==> src/logic/sps_defines.vh <==
// Purpose: constants for the serial port status flag block
// Assumes: included by the block's design file only
// Notes:   status offsets are register indices; byte address = 4 * index
`ifndef SPS_DEFINES_VH
`define SPS_DEFINES_VH

// ----------------------------------------
// register indices and own byte addresses
// ----------------------------------------
`define SPS_IDX_STAT_A 8'hc3
`define SPS_IDX_STAT_B 8'hd3
`define SPS_IDX_STAT_C 8'he3
`define SPS_IDX_STAT_D 8'hf3
`define SPS_ADDR_MODE 10'h000
`define SPS_ADDR_ISTAT 10'h004
`define SPS_ADDR_IMASK 10'h008

// ----------------------------------------
// status bit positions
// ----------------------------------------
`define SPS_BIT_RXF 7
`define SPS_BIT_ADR 6
`define SPS_BIT_OVR 5
`define SPS_BIT_TXF 3
`define SPS_BIT_BSY 2

// ----------------------------------------
// reset values and bus answers
// ----------------------------------------
`define SPS_MODE_RST 4'h0
`define SPS_IMASK_RST 8'h00
`define SPS_RESP_OKAY 2'b00
`define SPS_RESP_SLVERR 2'b10

`endif

==> src/logic/sps_top.v <==
// Purpose: status flags and interrupt requests of four serial ports
// Assumes: serial core events arrive as one-cycle pulses on SYS_CLK
// Notes:   registers over AXI4-Lite; one write and one read at a time
//
// Implementation choice: the AXI4-Lite interface to the registers.
`include "sps_defines.vh"

module sps_top #(
  parameter N_PORTS = 4
) (
  input wire SYS_CLK, // system clock, 100 MHz
  input wire SYS_RST, // synchronous reset, active high
  input wire [9:0] S_AXI_AWADDR, // write address
  input wire S_AXI_AWVALID, // write address valid
  output reg S_AXI_AWREADY, // write address ready
  input wire [31:0] S_AXI_WDATA, // write data
  input wire [3:0] S_AXI_WSTRB, // write byte enables
  input wire S_AXI_WVALID, // write data valid
  output reg S_AXI_WREADY, // write data ready
  output reg [1:0] S_AXI_BRESP, // write response
  output reg S_AXI_BVALID, // write response valid
  input wire S_AXI_BREADY, // write response ready
  input wire [9:0] S_AXI_ARADDR, // read address
  input wire S_AXI_ARVALID, // read address valid
  output reg S_AXI_ARREADY, // read address ready
  output reg [31:0] S_AXI_RDATA, // read data
  output reg [1:0] S_AXI_RRESP, // read response
  output reg S_AXI_RVALID, // read data valid
  input wire S_AXI_RREADY, // read data ready
  input wire [3:0] RX_LOAD, // byte enters receive buffer, pulse
  input wire [3:0] RX_ADDR_BIT, // address bit of that byte
  input wire [3:0] RX_READ, // receive buffer read, pulse
  input wire [3:0] RX_START, // start bit detected, pulse
  input wire [3:0] RX_SHIFT_FULL, // receive shifter holds a byte
  input wire [3:0] RX_OVERRUN, // clocked mode overrun, pulse
  input wire [3:0] TX_WRITE, // transmit buffer written, pulse
  input wire [3:0] TX_TAKE, // shifter takes byte, pulse
  input wire [3:0] TX_DONE, // stop bit or byte finished, pulse
  output reg [3:0] PORT_MODE, // per port: 1 clocked, 0 async
  output reg [3:0] RX_IRQ, // receive interrupt requests
  output reg [3:0] TX_IRQ, // transmit interrupt requests
  output reg IRQ // summary interrupt, level
);

  // ----------------------------------------
  // functions
  // ----------------------------------------
  // byte address of a status register index
  function [9:0] idx_addr;
    input [7:0] idx;
    begin
      idx_addr = {idx, 2'b00};
    end
  endfunction
  // status decode: bit 2 hit, bits 1:0 port number
  function [2:0] stat_dec;
    input [9:0] addr;
    begin
      stat_dec = 3'h0;
      if (addr == idx_addr(`SPS_IDX_STAT_A))
        stat_dec = 3'h4;
      else if (addr == idx_addr(`SPS_IDX_STAT_B))
        stat_dec = 3'h5;
      else if (addr == idx_addr(`SPS_IDX_STAT_C))
        stat_dec = 3'h6;
      else if (addr == idx_addr(`SPS_IDX_STAT_D))
        stat_dec = 3'h7;
    end
  endfunction

  // ----------------------------------------
  // state
  // ----------------------------------------
  reg [3:0] rxf_ff; // receive buffer full
  reg [3:0] adr_ff; // buffered byte had address bit
  reg [3:0] ovr_ff; // receive overrun
  reg [3:0] txf_ff; // transmit buffer full
  reg [3:0] bsy_ff; // transmitter busy
  reg [3:0] nxt_rxf;
  reg [3:0] nxt_adr;
  reg [3:0] nxt_ovr;
  reg [3:0] nxt_txf;
  reg [3:0] nxt_bsy;
  reg [3:0] nxt_rxirq;
  reg [3:0] nxt_txirq;
  reg [7:0] istat_ff; // sticky events, tx high nibble
  reg [7:0] imask_ff; // interrupt mask, same layout
  reg [7:0] nxt_istat;
  reg [3:0] ovr_evt; // overrun cause per port
  reg [3:0] bsy_fall; // busy ends this cycle
  reg [3:0] tx_set; // transmit interrupt cause
  reg [3:0] stat_wr; // status write strobe per port

  // write channel capture
  reg aw_got_ff; // address held
  reg w_got_ff; // data held
  reg [9:0] awaddr_ff; // held address
  reg [31:0] wdata_ff; // held data
  reg [3:0] wstrb_ff; // held strobes
  reg nxt_aw_got;
  reg nxt_w_got;
  reg nxt_bvalid;
  reg nxt_rvalid;
  wire wr_do; // register write happens this cycle
  wire rd_do; // read address taken this cycle
  wire [2:0] wr_dec; // status decode of write address
  wire [2:0] rd_dec; // status decode of read address
  reg wr_ok; // write address is mapped
  reg rd_ok; // read address is mapped
  reg [31:0] rd_val; // read data mux
  integer i;

  assign wr_do = aw_got_ff & w_got_ff & ~S_AXI_BVALID;
  assign rd_do = S_AXI_ARVALID & S_AXI_ARREADY;
  assign wr_dec = stat_dec(awaddr_ff);
  assign rd_dec = stat_dec(S_AXI_ARADDR);

  // ----------------------------------------
  // status write strobes
  // ----------------------------------------
  // any data value is ignored; only the access itself counts
  always @*
  begin
    stat_wr = 4'h0;
    if (wr_do && wr_dec[2])
      stat_wr[wr_dec[1:0]] = 1'b1;
  end

  // ----------------------------------------
  // flag next-state logic
  // ----------------------------------------
  // a set in the same cycle as a clear always wins
  always @*
  begin
    for (i = 0; i < N_PORTS; i = i + 1)
    begin
      // receive full: buffer loaded by core, emptied by a read
      nxt_rxf[i] = rxf_ff[i];
      if (RX_READ[i])
        nxt_rxf[i] = 1'b0;
      if (RX_LOAD[i])
        nxt_rxf[i] = 1'b1;
      // address bit travels with the buffered byte
      nxt_adr[i] = adr_ff[i];
      if (RX_LOAD[i])
        nxt_adr[i] = RX_ADDR_BIT[i];
      else if (RX_READ[i])
        nxt_adr[i] = 1'b0;
      // overrun cause depends on mode
      if (PORT_MODE[i])
        ovr_evt[i] = RX_OVERRUN[i];
      else
        ovr_evt[i] = RX_START[i] & RX_SHIFT_FULL[i] & rxf_ff[i];
      nxt_ovr[i] = ovr_ff[i];
      if (RX_READ[i])
        nxt_ovr[i] = 1'b0;
      if (ovr_evt[i])
        nxt_ovr[i] = 1'b1;
      // transmit full: cleared by take or by a status write
      nxt_txf[i] = txf_ff[i];
      if (TX_TAKE[i] || stat_wr[i])
        nxt_txf[i] = 1'b0;
      if (TX_WRITE[i])
        nxt_txf[i] = 1'b1;
      // busy ends at the stop bit; clocked mode only when starved
      bsy_fall[i] = bsy_ff[i] & TX_DONE[i] & ~TX_TAKE[i]
                    & (~PORT_MODE[i] | ~txf_ff[i]);
      nxt_bsy[i] = bsy_ff[i];
      if (bsy_fall[i])
        nxt_bsy[i] = 1'b0;
      if (TX_TAKE[i])
        nxt_bsy[i] = 1'b1;
      // receive interrupt: latch in async, level in clocked
      if (PORT_MODE[i])
        nxt_rxirq[i] = nxt_rxf[i];
      else
      begin
        nxt_rxirq[i] = RX_IRQ[i];
        if (RX_READ[i])
          nxt_rxirq[i] = 1'b0;
        if (RX_LOAD[i])
          nxt_rxirq[i] = 1'b1;
      end
      // transmit interrupt cause
      if (PORT_MODE[i])
        tx_set[i] = TX_TAKE[i] | bsy_fall[i];
      else
        tx_set[i] = bsy_fall[i] & ~txf_ff[i] & ~TX_WRITE[i];
      nxt_txirq[i] = TX_IRQ[i];
      if (TX_WRITE[i] || stat_wr[i])
        nxt_txirq[i] = 1'b0;
      if (tx_set[i])
        nxt_txirq[i] = 1'b1;
    end
  end

  // ----------------------------------------
  // flag registers
  // ----------------------------------------
  // flags and request outputs
  always @(posedge SYS_CLK)
  begin
    if (SYS_RST)
    begin
      rxf_ff <= 4'h0;
      adr_ff <= 4'h0;
      ovr_ff <= 4'h0;
      txf_ff <= 4'h0;
      bsy_ff <= 4'h0;
      RX_IRQ <= 4'h0;
      TX_IRQ <= 4'h0;
    end
    else
    begin
      rxf_ff <= nxt_rxf;
      adr_ff <= nxt_adr;
      ovr_ff <= nxt_ovr;
      txf_ff <= nxt_txf;
      bsy_ff <= nxt_bsy;
      RX_IRQ <= nxt_rxirq;
      TX_IRQ <= nxt_txirq;
    end
  end

  // ----------------------------------------
  // interrupt status, mask and summary
  // ----------------------------------------
  // rising requests set sticky bits; write one clears, set wins
  always @*
  begin
    nxt_istat = istat_ff;
    if (wr_do && awaddr_ff == `SPS_ADDR_ISTAT && wstrb_ff[0])
      nxt_istat = nxt_istat & ~wdata_ff[7:0];
    nxt_istat = nxt_istat | {nxt_txirq & ~TX_IRQ, nxt_rxirq & ~RX_IRQ};
  end
  // software registers; summary output registered for a clean level
  always @(posedge SYS_CLK)
  begin
    if (SYS_RST)
    begin
      istat_ff <= 8'h00;
      imask_ff <= `SPS_IMASK_RST;
      PORT_MODE <= `SPS_MODE_RST;
      IRQ <= 1'b0;
    end
    else
    begin
      istat_ff <= nxt_istat;
      if (wr_do && awaddr_ff == `SPS_ADDR_IMASK && wstrb_ff[0])
        imask_ff <= wdata_ff[7:0];
      if (wr_do && awaddr_ff == `SPS_ADDR_MODE && wstrb_ff[0])
        PORT_MODE <= wdata_ff[3:0];
      IRQ <= |(nxt_istat & imask_ff);
    end
  end

  // ----------------------------------------
  // read data mux
  // ----------------------------------------
  // status layout per active mode; unused bits stay zero
  always @*
  begin
    rd_val = 32'h0000_0000;
    rd_ok = 1'b1;
    if (rd_dec[2])
    begin
      // bits 4, 1 and 0 never set in either mode
      rd_val[`SPS_BIT_RXF] = rxf_ff[rd_dec[1:0]];
      rd_val[`SPS_BIT_OVR] = ovr_ff[rd_dec[1:0]];
      rd_val[`SPS_BIT_TXF] = txf_ff[rd_dec[1:0]];
      rd_val[`SPS_BIT_BSY] = bsy_ff[rd_dec[1:0]];
      // address bit shown only in async mode
      if (!PORT_MODE[rd_dec[1:0]])
        rd_val[`SPS_BIT_ADR] = adr_ff[rd_dec[1:0]];
    end
    else if (S_AXI_ARADDR == `SPS_ADDR_MODE)
      rd_val[3:0] = PORT_MODE;
    else if (S_AXI_ARADDR == `SPS_ADDR_ISTAT)
      rd_val[7:0] = istat_ff;
    else if (S_AXI_ARADDR == `SPS_ADDR_IMASK)
      rd_val[7:0] = imask_ff;
    else
      rd_ok = 1'b0;
  end

  // ----------------------------------------
  // AXI4-Lite write channel
  // ----------------------------------------
  // address and data taken in either order, answer after both
  always @*
  begin
    wr_ok = wr_dec[2] || awaddr_ff == `SPS_ADDR_MODE ||
            awaddr_ff == `SPS_ADDR_ISTAT || awaddr_ff == `SPS_ADDR_IMASK;
    nxt_aw_got = aw_got_ff;
    nxt_w_got = w_got_ff;
    nxt_bvalid = S_AXI_BVALID;
    if (S_AXI_AWVALID && S_AXI_AWREADY)
      nxt_aw_got = 1'b1;
    if (S_AXI_WVALID && S_AXI_WREADY)
      nxt_w_got = 1'b1;
    if (S_AXI_BVALID && S_AXI_BREADY)
      nxt_bvalid = 1'b0;
    if (wr_do)
    begin
      nxt_aw_got = 1'b0;
      nxt_w_got = 1'b0;
      nxt_bvalid = 1'b1;
    end
  end

  // holding registers and handshake outputs
  always @(posedge SYS_CLK)
  begin
    if (SYS_RST)
    begin
      aw_got_ff <= 1'b0;
      w_got_ff <= 1'b0;
      awaddr_ff <= 10'h000;
      wdata_ff <= 32'h0000_0000;
      wstrb_ff <= 4'h0;
      S_AXI_AWREADY <= 1'b0;
      S_AXI_WREADY <= 1'b0;
      S_AXI_BVALID <= 1'b0;
      S_AXI_BRESP <= `SPS_RESP_OKAY;
    end
    else
    begin
      aw_got_ff <= nxt_aw_got;
      w_got_ff <= nxt_w_got;
      if (S_AXI_AWVALID && S_AXI_AWREADY)
        awaddr_ff <= S_AXI_AWADDR;
      if (S_AXI_WVALID && S_AXI_WREADY)
      begin
        wdata_ff <= S_AXI_WDATA;
        wstrb_ff <= S_AXI_WSTRB;
      end
      // ready only while nothing of that channel is held
      S_AXI_AWREADY <= ~nxt_aw_got & ~nxt_bvalid;
      S_AXI_WREADY <= ~nxt_w_got & ~nxt_bvalid;
      S_AXI_BVALID <= nxt_bvalid;
      if (wr_do)
        S_AXI_BRESP <= wr_ok ? `SPS_RESP_OKAY : `SPS_RESP_SLVERR;
    end
  end

  // ----------------------------------------
  // AXI4-Lite read channel
  // ----------------------------------------
  // data captured in the cycle the address is taken
  always @*
  begin
    nxt_rvalid = S_AXI_RVALID;
    if (S_AXI_RVALID && S_AXI_RREADY)
      nxt_rvalid = 1'b0;
    if (rd_do)
      nxt_rvalid = 1'b1;
  end

  // reads have no side effects on any flag
  always @(posedge SYS_CLK)
  begin
    if (SYS_RST)
    begin
      S_AXI_ARREADY <= 1'b0;
      S_AXI_RVALID <= 1'b0;
      S_AXI_RDATA <= 32'h0000_0000;
      S_AXI_RRESP <= `SPS_RESP_OKAY;
    end
    else
    begin
      S_AXI_ARREADY <= ~nxt_rvalid;
      S_AXI_RVALID <= nxt_rvalid;
      if (rd_do)
      begin
        S_AXI_RDATA <= rd_val;
        S_AXI_RRESP <= rd_ok ? `SPS_RESP_OKAY : `SPS_RESP_SLVERR;
      end
    end
  end
endmodule

==> config.mk <==
export PLATFORM = sky130hd
export DESIGN_NAME = sps_top
export DESIGN_NICKNAME = d
export VERILOG_FILES = /design/src/logic/sps_top.v
export VERILOG_INCLUDE_DIRS = /design/src /design/src/logic
export SDC_FILE = /design/constraint.sdc
export NUM_CORES = 1
export LEC_CHECK = 0
export BUFFER_PORTS_ARGS = -buffer_cell sky130_fd_sc_hd__clkbuf_2
export CORE_MARGIN = 5
export CORE_UTILIZATION = 49
export DETAILED_ROUTE_END_ITERATION = 16
export PLACE_DENSITY = 0.76
export SLEW_MARGIN = 10
export SYNTH_ARGS = -nofsm -noshare
export SYNTH_HDL_FRONTEND = slang
export SYNTH_SLANG_ARGS = --single-unit
==> constraint.sdc <==
create_clock -name SYS_CLK -period 2.3 [get_ports SYS_CLK]
set_input_delay 0.23 -clock SYS_CLK [delete_from_list [all_inputs] [get_ports SYS_CLK]]
set_output_delay 0.23 -clock SYS_CLK [all_outputs]
set_load 0.01 [all_outputs]
==> impl_metrics.sql <==
INSERT INTO impl_metrics (metric_group, metric, value, unit) VALUES
('run_status', 'status', 'completed', ''),
('layout', 'mostFrequentLayoutCells', 'clkbuf_2 (99), dfxtp_1 (85), nor2_1 (71)', ''),
('global_route', 'grt_first_pass_wirelength', '16900', 'um'),
('worst_setup_path', 'crit_family', 'simple AND/OR/NAND/NOR gates', ''),
('placement', 'post-place-cells', '689', ''),
('power_and_ir_drop', 'cellPowerDensity', '620', 'nW/um^2'),
('worst_setup_path', 'cp_cell_sequence', 'or4_4 -> nor4_2 -> buf_4 -> o21ai_2 -> a2111oi_2 -> a41oi_1', ''),
('detailed_routing', 'drt-initial-drc-count', '209', ''),
('cts', 'cts_hold_buf', '0', ''),
('global_route', 'antenna_found_initial', '0', ''),
('logic_synthesis', 'synth_area_leader_cell', 'dfxtp_1', ''),
('floorplan', 'io_pins', '153', ''),
('cts', 'htree_levels', '3', ''),
('worst_setup_path', 'crit_buf_inv', '1', ''),
('layout', 'combined_area_of_the_multi_input_logic_cells', '2100', 'um^2'),
('detailed_routing', 'average_wire_length_per_cell_after_detail_routing', '15.2', 'um'),
('floorplan', 'core_ar', '8130', 'um^2'),
('logic_synthesis', 'synth_instances', '500', ''),
('worst_setup_path', 'crit_path_end_kind', 'flop', ''),
('layout', 'fill_cells', '766', ''),
('worst_setup_path', 'critPathRequiredTime', '2530', 'ps'),
('power_and_ir_drop', 'intPower', '2.15', 'mW'),
('floorplan', 'floorplan.die.height', '101', 'um'),
('logic_synthesis', 'synthArstFlopShare', '0', '%'),
('placement', 'dp_hpwl', '8400', 'um'),
('power_and_ir_drop', 'seq_pwr_share', '54.4', '%'),
('power_and_ir_drop', 'power.share.combinational', '12.4', '%'),
('detailed_routing', 'drc_errors', '0', ''),
('timing', 'final_worst_path_cycle_share', '90.5', '%'),
('global_route', 'global_route.usage.total', '21.0', '%'),
('power_and_ir_drop', 'power.switching_fraction', '27.0', '%'),
('timing', 'finalWorstPathRequiredPeriod', '2080', 'ps'),
('timing', 'fin_skew', '7.70', 'ps'),
('layout', 'seqCellArea', '1700', 'um^2'),
('layout', 'syn_to_final_growth', '16.7', '%'),
('layout', 'final_cell_count_no_fill', '705', ''),
('logic_synthesis', 'synth_enable_flop_cells', '0', ''),
('floorplan', 'std_cell_rows', '33', ''),
('cts', 'clkSinkCount', '85', ''),
('logic_synthesis', 'synth_top_cell_area_share', '41.8', '%'),
('floorplan', 'floorplan.die_area', '10200', 'um^2'),
('logic_synthesis', 'seq_area_frac_synth', '41.8', '%'),
('logic_synthesis', 'syn_area', '4070', 'um^2'),
('timing', 'clock.fmax', '480', 'MHz'),
('cts', 'cts-root-to-sink-buffers', '2', ''),
('layout', 'antenna_cells_inserted', '0', ''),
('worst_setup_path', 'crit_path_top_delay_cell', 'or4_4', ''),
('power_and_ir_drop', 'power_frac_clock', '33.2', '%'),
('logic_synthesis', 'ys_types', '54', ''),
('power_and_ir_drop', 'total_power', '2.94', 'mW'),
('cts', 'post_cts_buffers', '0', ''),
('timing', 'setup-violations-final', '0', ''),
('worst_setup_path', 'critPathLaunchType', 'flop', ''),
('timing', 'slew_headroom', '59.4', '%'),
('logic_synthesis', 'avgSynthCellArea', '8.14', 'um^2'),
('worst_setup_path', 'data_arrival_time_of_the_worst_path', '2320', 'ps'),
('logic_synthesis', 'synth_seq_cells', '85', ''),
('hold_path', 'hold_path_class', 'input pin to flop', ''),
('logic_synthesis', 'synth_top_cells_by_area', 'dfxtp_1 (42%), nor2_1 (6.6%), a21oi_1 (6.3%), nand2_1 (6.3%), buf_4 (5.0%)', ''),
('timing', 'finalHoldViolations', '0', ''),
('detailed_routing', 'vias_per_cell', '5.50', ''),
('cts', 'clock-root-buffer', 'clkbuf_8', ''),
('cts', 'clock_tree_from_tritoncts', 'built', ''),
('cts', 'cts_repair_resize_count', '0', ''),
('power_and_ir_drop', 'netSwitchingPower', '0.796', 'mW'),
('placement', 'numPortBuffers', '99', ''),
('floorplan', 'initial_core_util', '50.0', '%'),
('power_and_ir_drop', 'irDropWorstVdd', '0.289', 'mV'),
('logic_synthesis', 'synth_top_flop_cell', 'dfxtp_1', ''),
('cts', 'cts.clk_slew.worst_paths', '90', 'ps'),
('timing', 'max_slew.worst_pin.slew', '608', 'ps');
path summary, 6_finish.rpt:
path | slack [ps] | from | cells after the start | end
worst max register to register | 220 | awaddr_ff[9] | 6 | IRQ
worst min register to register | 470 | S_AXI_RDATA[4] | 2 | S_AXI_RDATA[4]
worst min-delay path | 70 | SYS_RST | 2 | S_AXI_BRESP[1]
worst max-delay path | 220 | awaddr_ff[9] | 6 | IRQ
logic make-up (layout without fill, tap and decap cells):
kind of cell,Yosys count,count (layout),synth area share (%)
AND/OR/NAND/NOR,216,216,25.9
AO/OA/AOI/OAI,107,107,16.5
flip-flops,85,85,41.8
buffers and inverters,68,143,8.77
multiplexers,23,23,6.95
other,1,26,0.0922
power by group through the flow:
stage | Clock (mW) | Sequential, mW | Combinational, mW
2_1_floorplan | 0 | 1.63 | 0.253
3_3_place_gp | 0 | 1.63 | 0.354
3_5_place_dp | 0 | 1.64 | 0.363
4_1_cts | 0.992 | 1.60 | 0.365
5_1_grt | 1.05 | 1.61 | 0.411
6_report | 0.977 | 1.60 | 0.366
metrics by stage:
stage               setup WS (ps)  area [um^2]  hold slack (ps)
detailed placement            219         4570              443
finish                        219         4750             68.5
CTS                           212         4750             58.8
global placement              252         4570              436
global route                 86.0         4750             59.3
floorplan                     352         4160              347
registers in the layout, indices dropped and copies added, names as in the netlist, 4 cells and up:
signal	cells
awaddr_ff	10
S_AXI_RDATA	8
imask_ff	8
istat_ff	8
wdata_ff	8
PORT_MODE	4
RX_IRQ	4
TX_IRQ	4
adr_ff	4
bsy_ff	4
ovr_ff	4
rxf_ff	4
txf_ff	4
worst reg2reg max path, delay by kind of cell (launching register included):
family | cells | cell delay (ps)
AND/OR/NAND/NOR | 2 | 840
AO/OA/AOI/OAI | 3 | 560
flip-flops | 1 | 330
buffers and inverters | 1 | 230
synthesized netlist by cell type (2+ instances only):
library cell,n
clkbuf_1,17
and2_1,4
a221oi_1,7
nand2_1,68
dfxtp_1,85
o211ai_1,2
o31ai_1,2
nand4_1,5
o2111ai_1,2
buf_1,4
or3_1,3
and4b_1,3
and3b_1,4
or4_1,2
nor4bb_1,2
a21oi_1,51
a22oi_1,3
mux4_2,4
nor3b_1,6
nand3b_1,2
a31oi_1,9
nor2_1,71
o21ai_0,12
mux2_2,2
o21bai_1,2
inv_1,20
mux2i_1,17
buf_4,27
a22o_1,5
or3b_2,3
and4_1,2
a211oi_1,2
nor3_1,13
nor4_1,2
nand3_1,5
nor2b_1,14
cell type report:
| class | count | area share, % |
|---|---|---|
| clock buffers | 13 | 3.35 |
| clock inverters | 3 | 0.422 |
| inverters | 20 | 1.58 |
| multi-input cells | 372 | 44.3 |
| flip-flops and latches | 85 | 35.9 |
| well taps | 105 | 2.77 |
| repair buffers | 107 | 11.7 |
layer usage:
| metal | up-vias | global-route usage [%] | part of all wire, % |
|---|---|---|---|
| li1 | 1890 | - | - |
| met1 | 1831 | 24.9 | 40 |
| met2 | 131 | 35.5 | 50 |
| met3 | 23 | 5.12 | 7.6 |
| met4 | 0 | 10.0 | 2.6 |
| met5 | - | 0 | 0 |
Power figures use the tool's default switching activity.
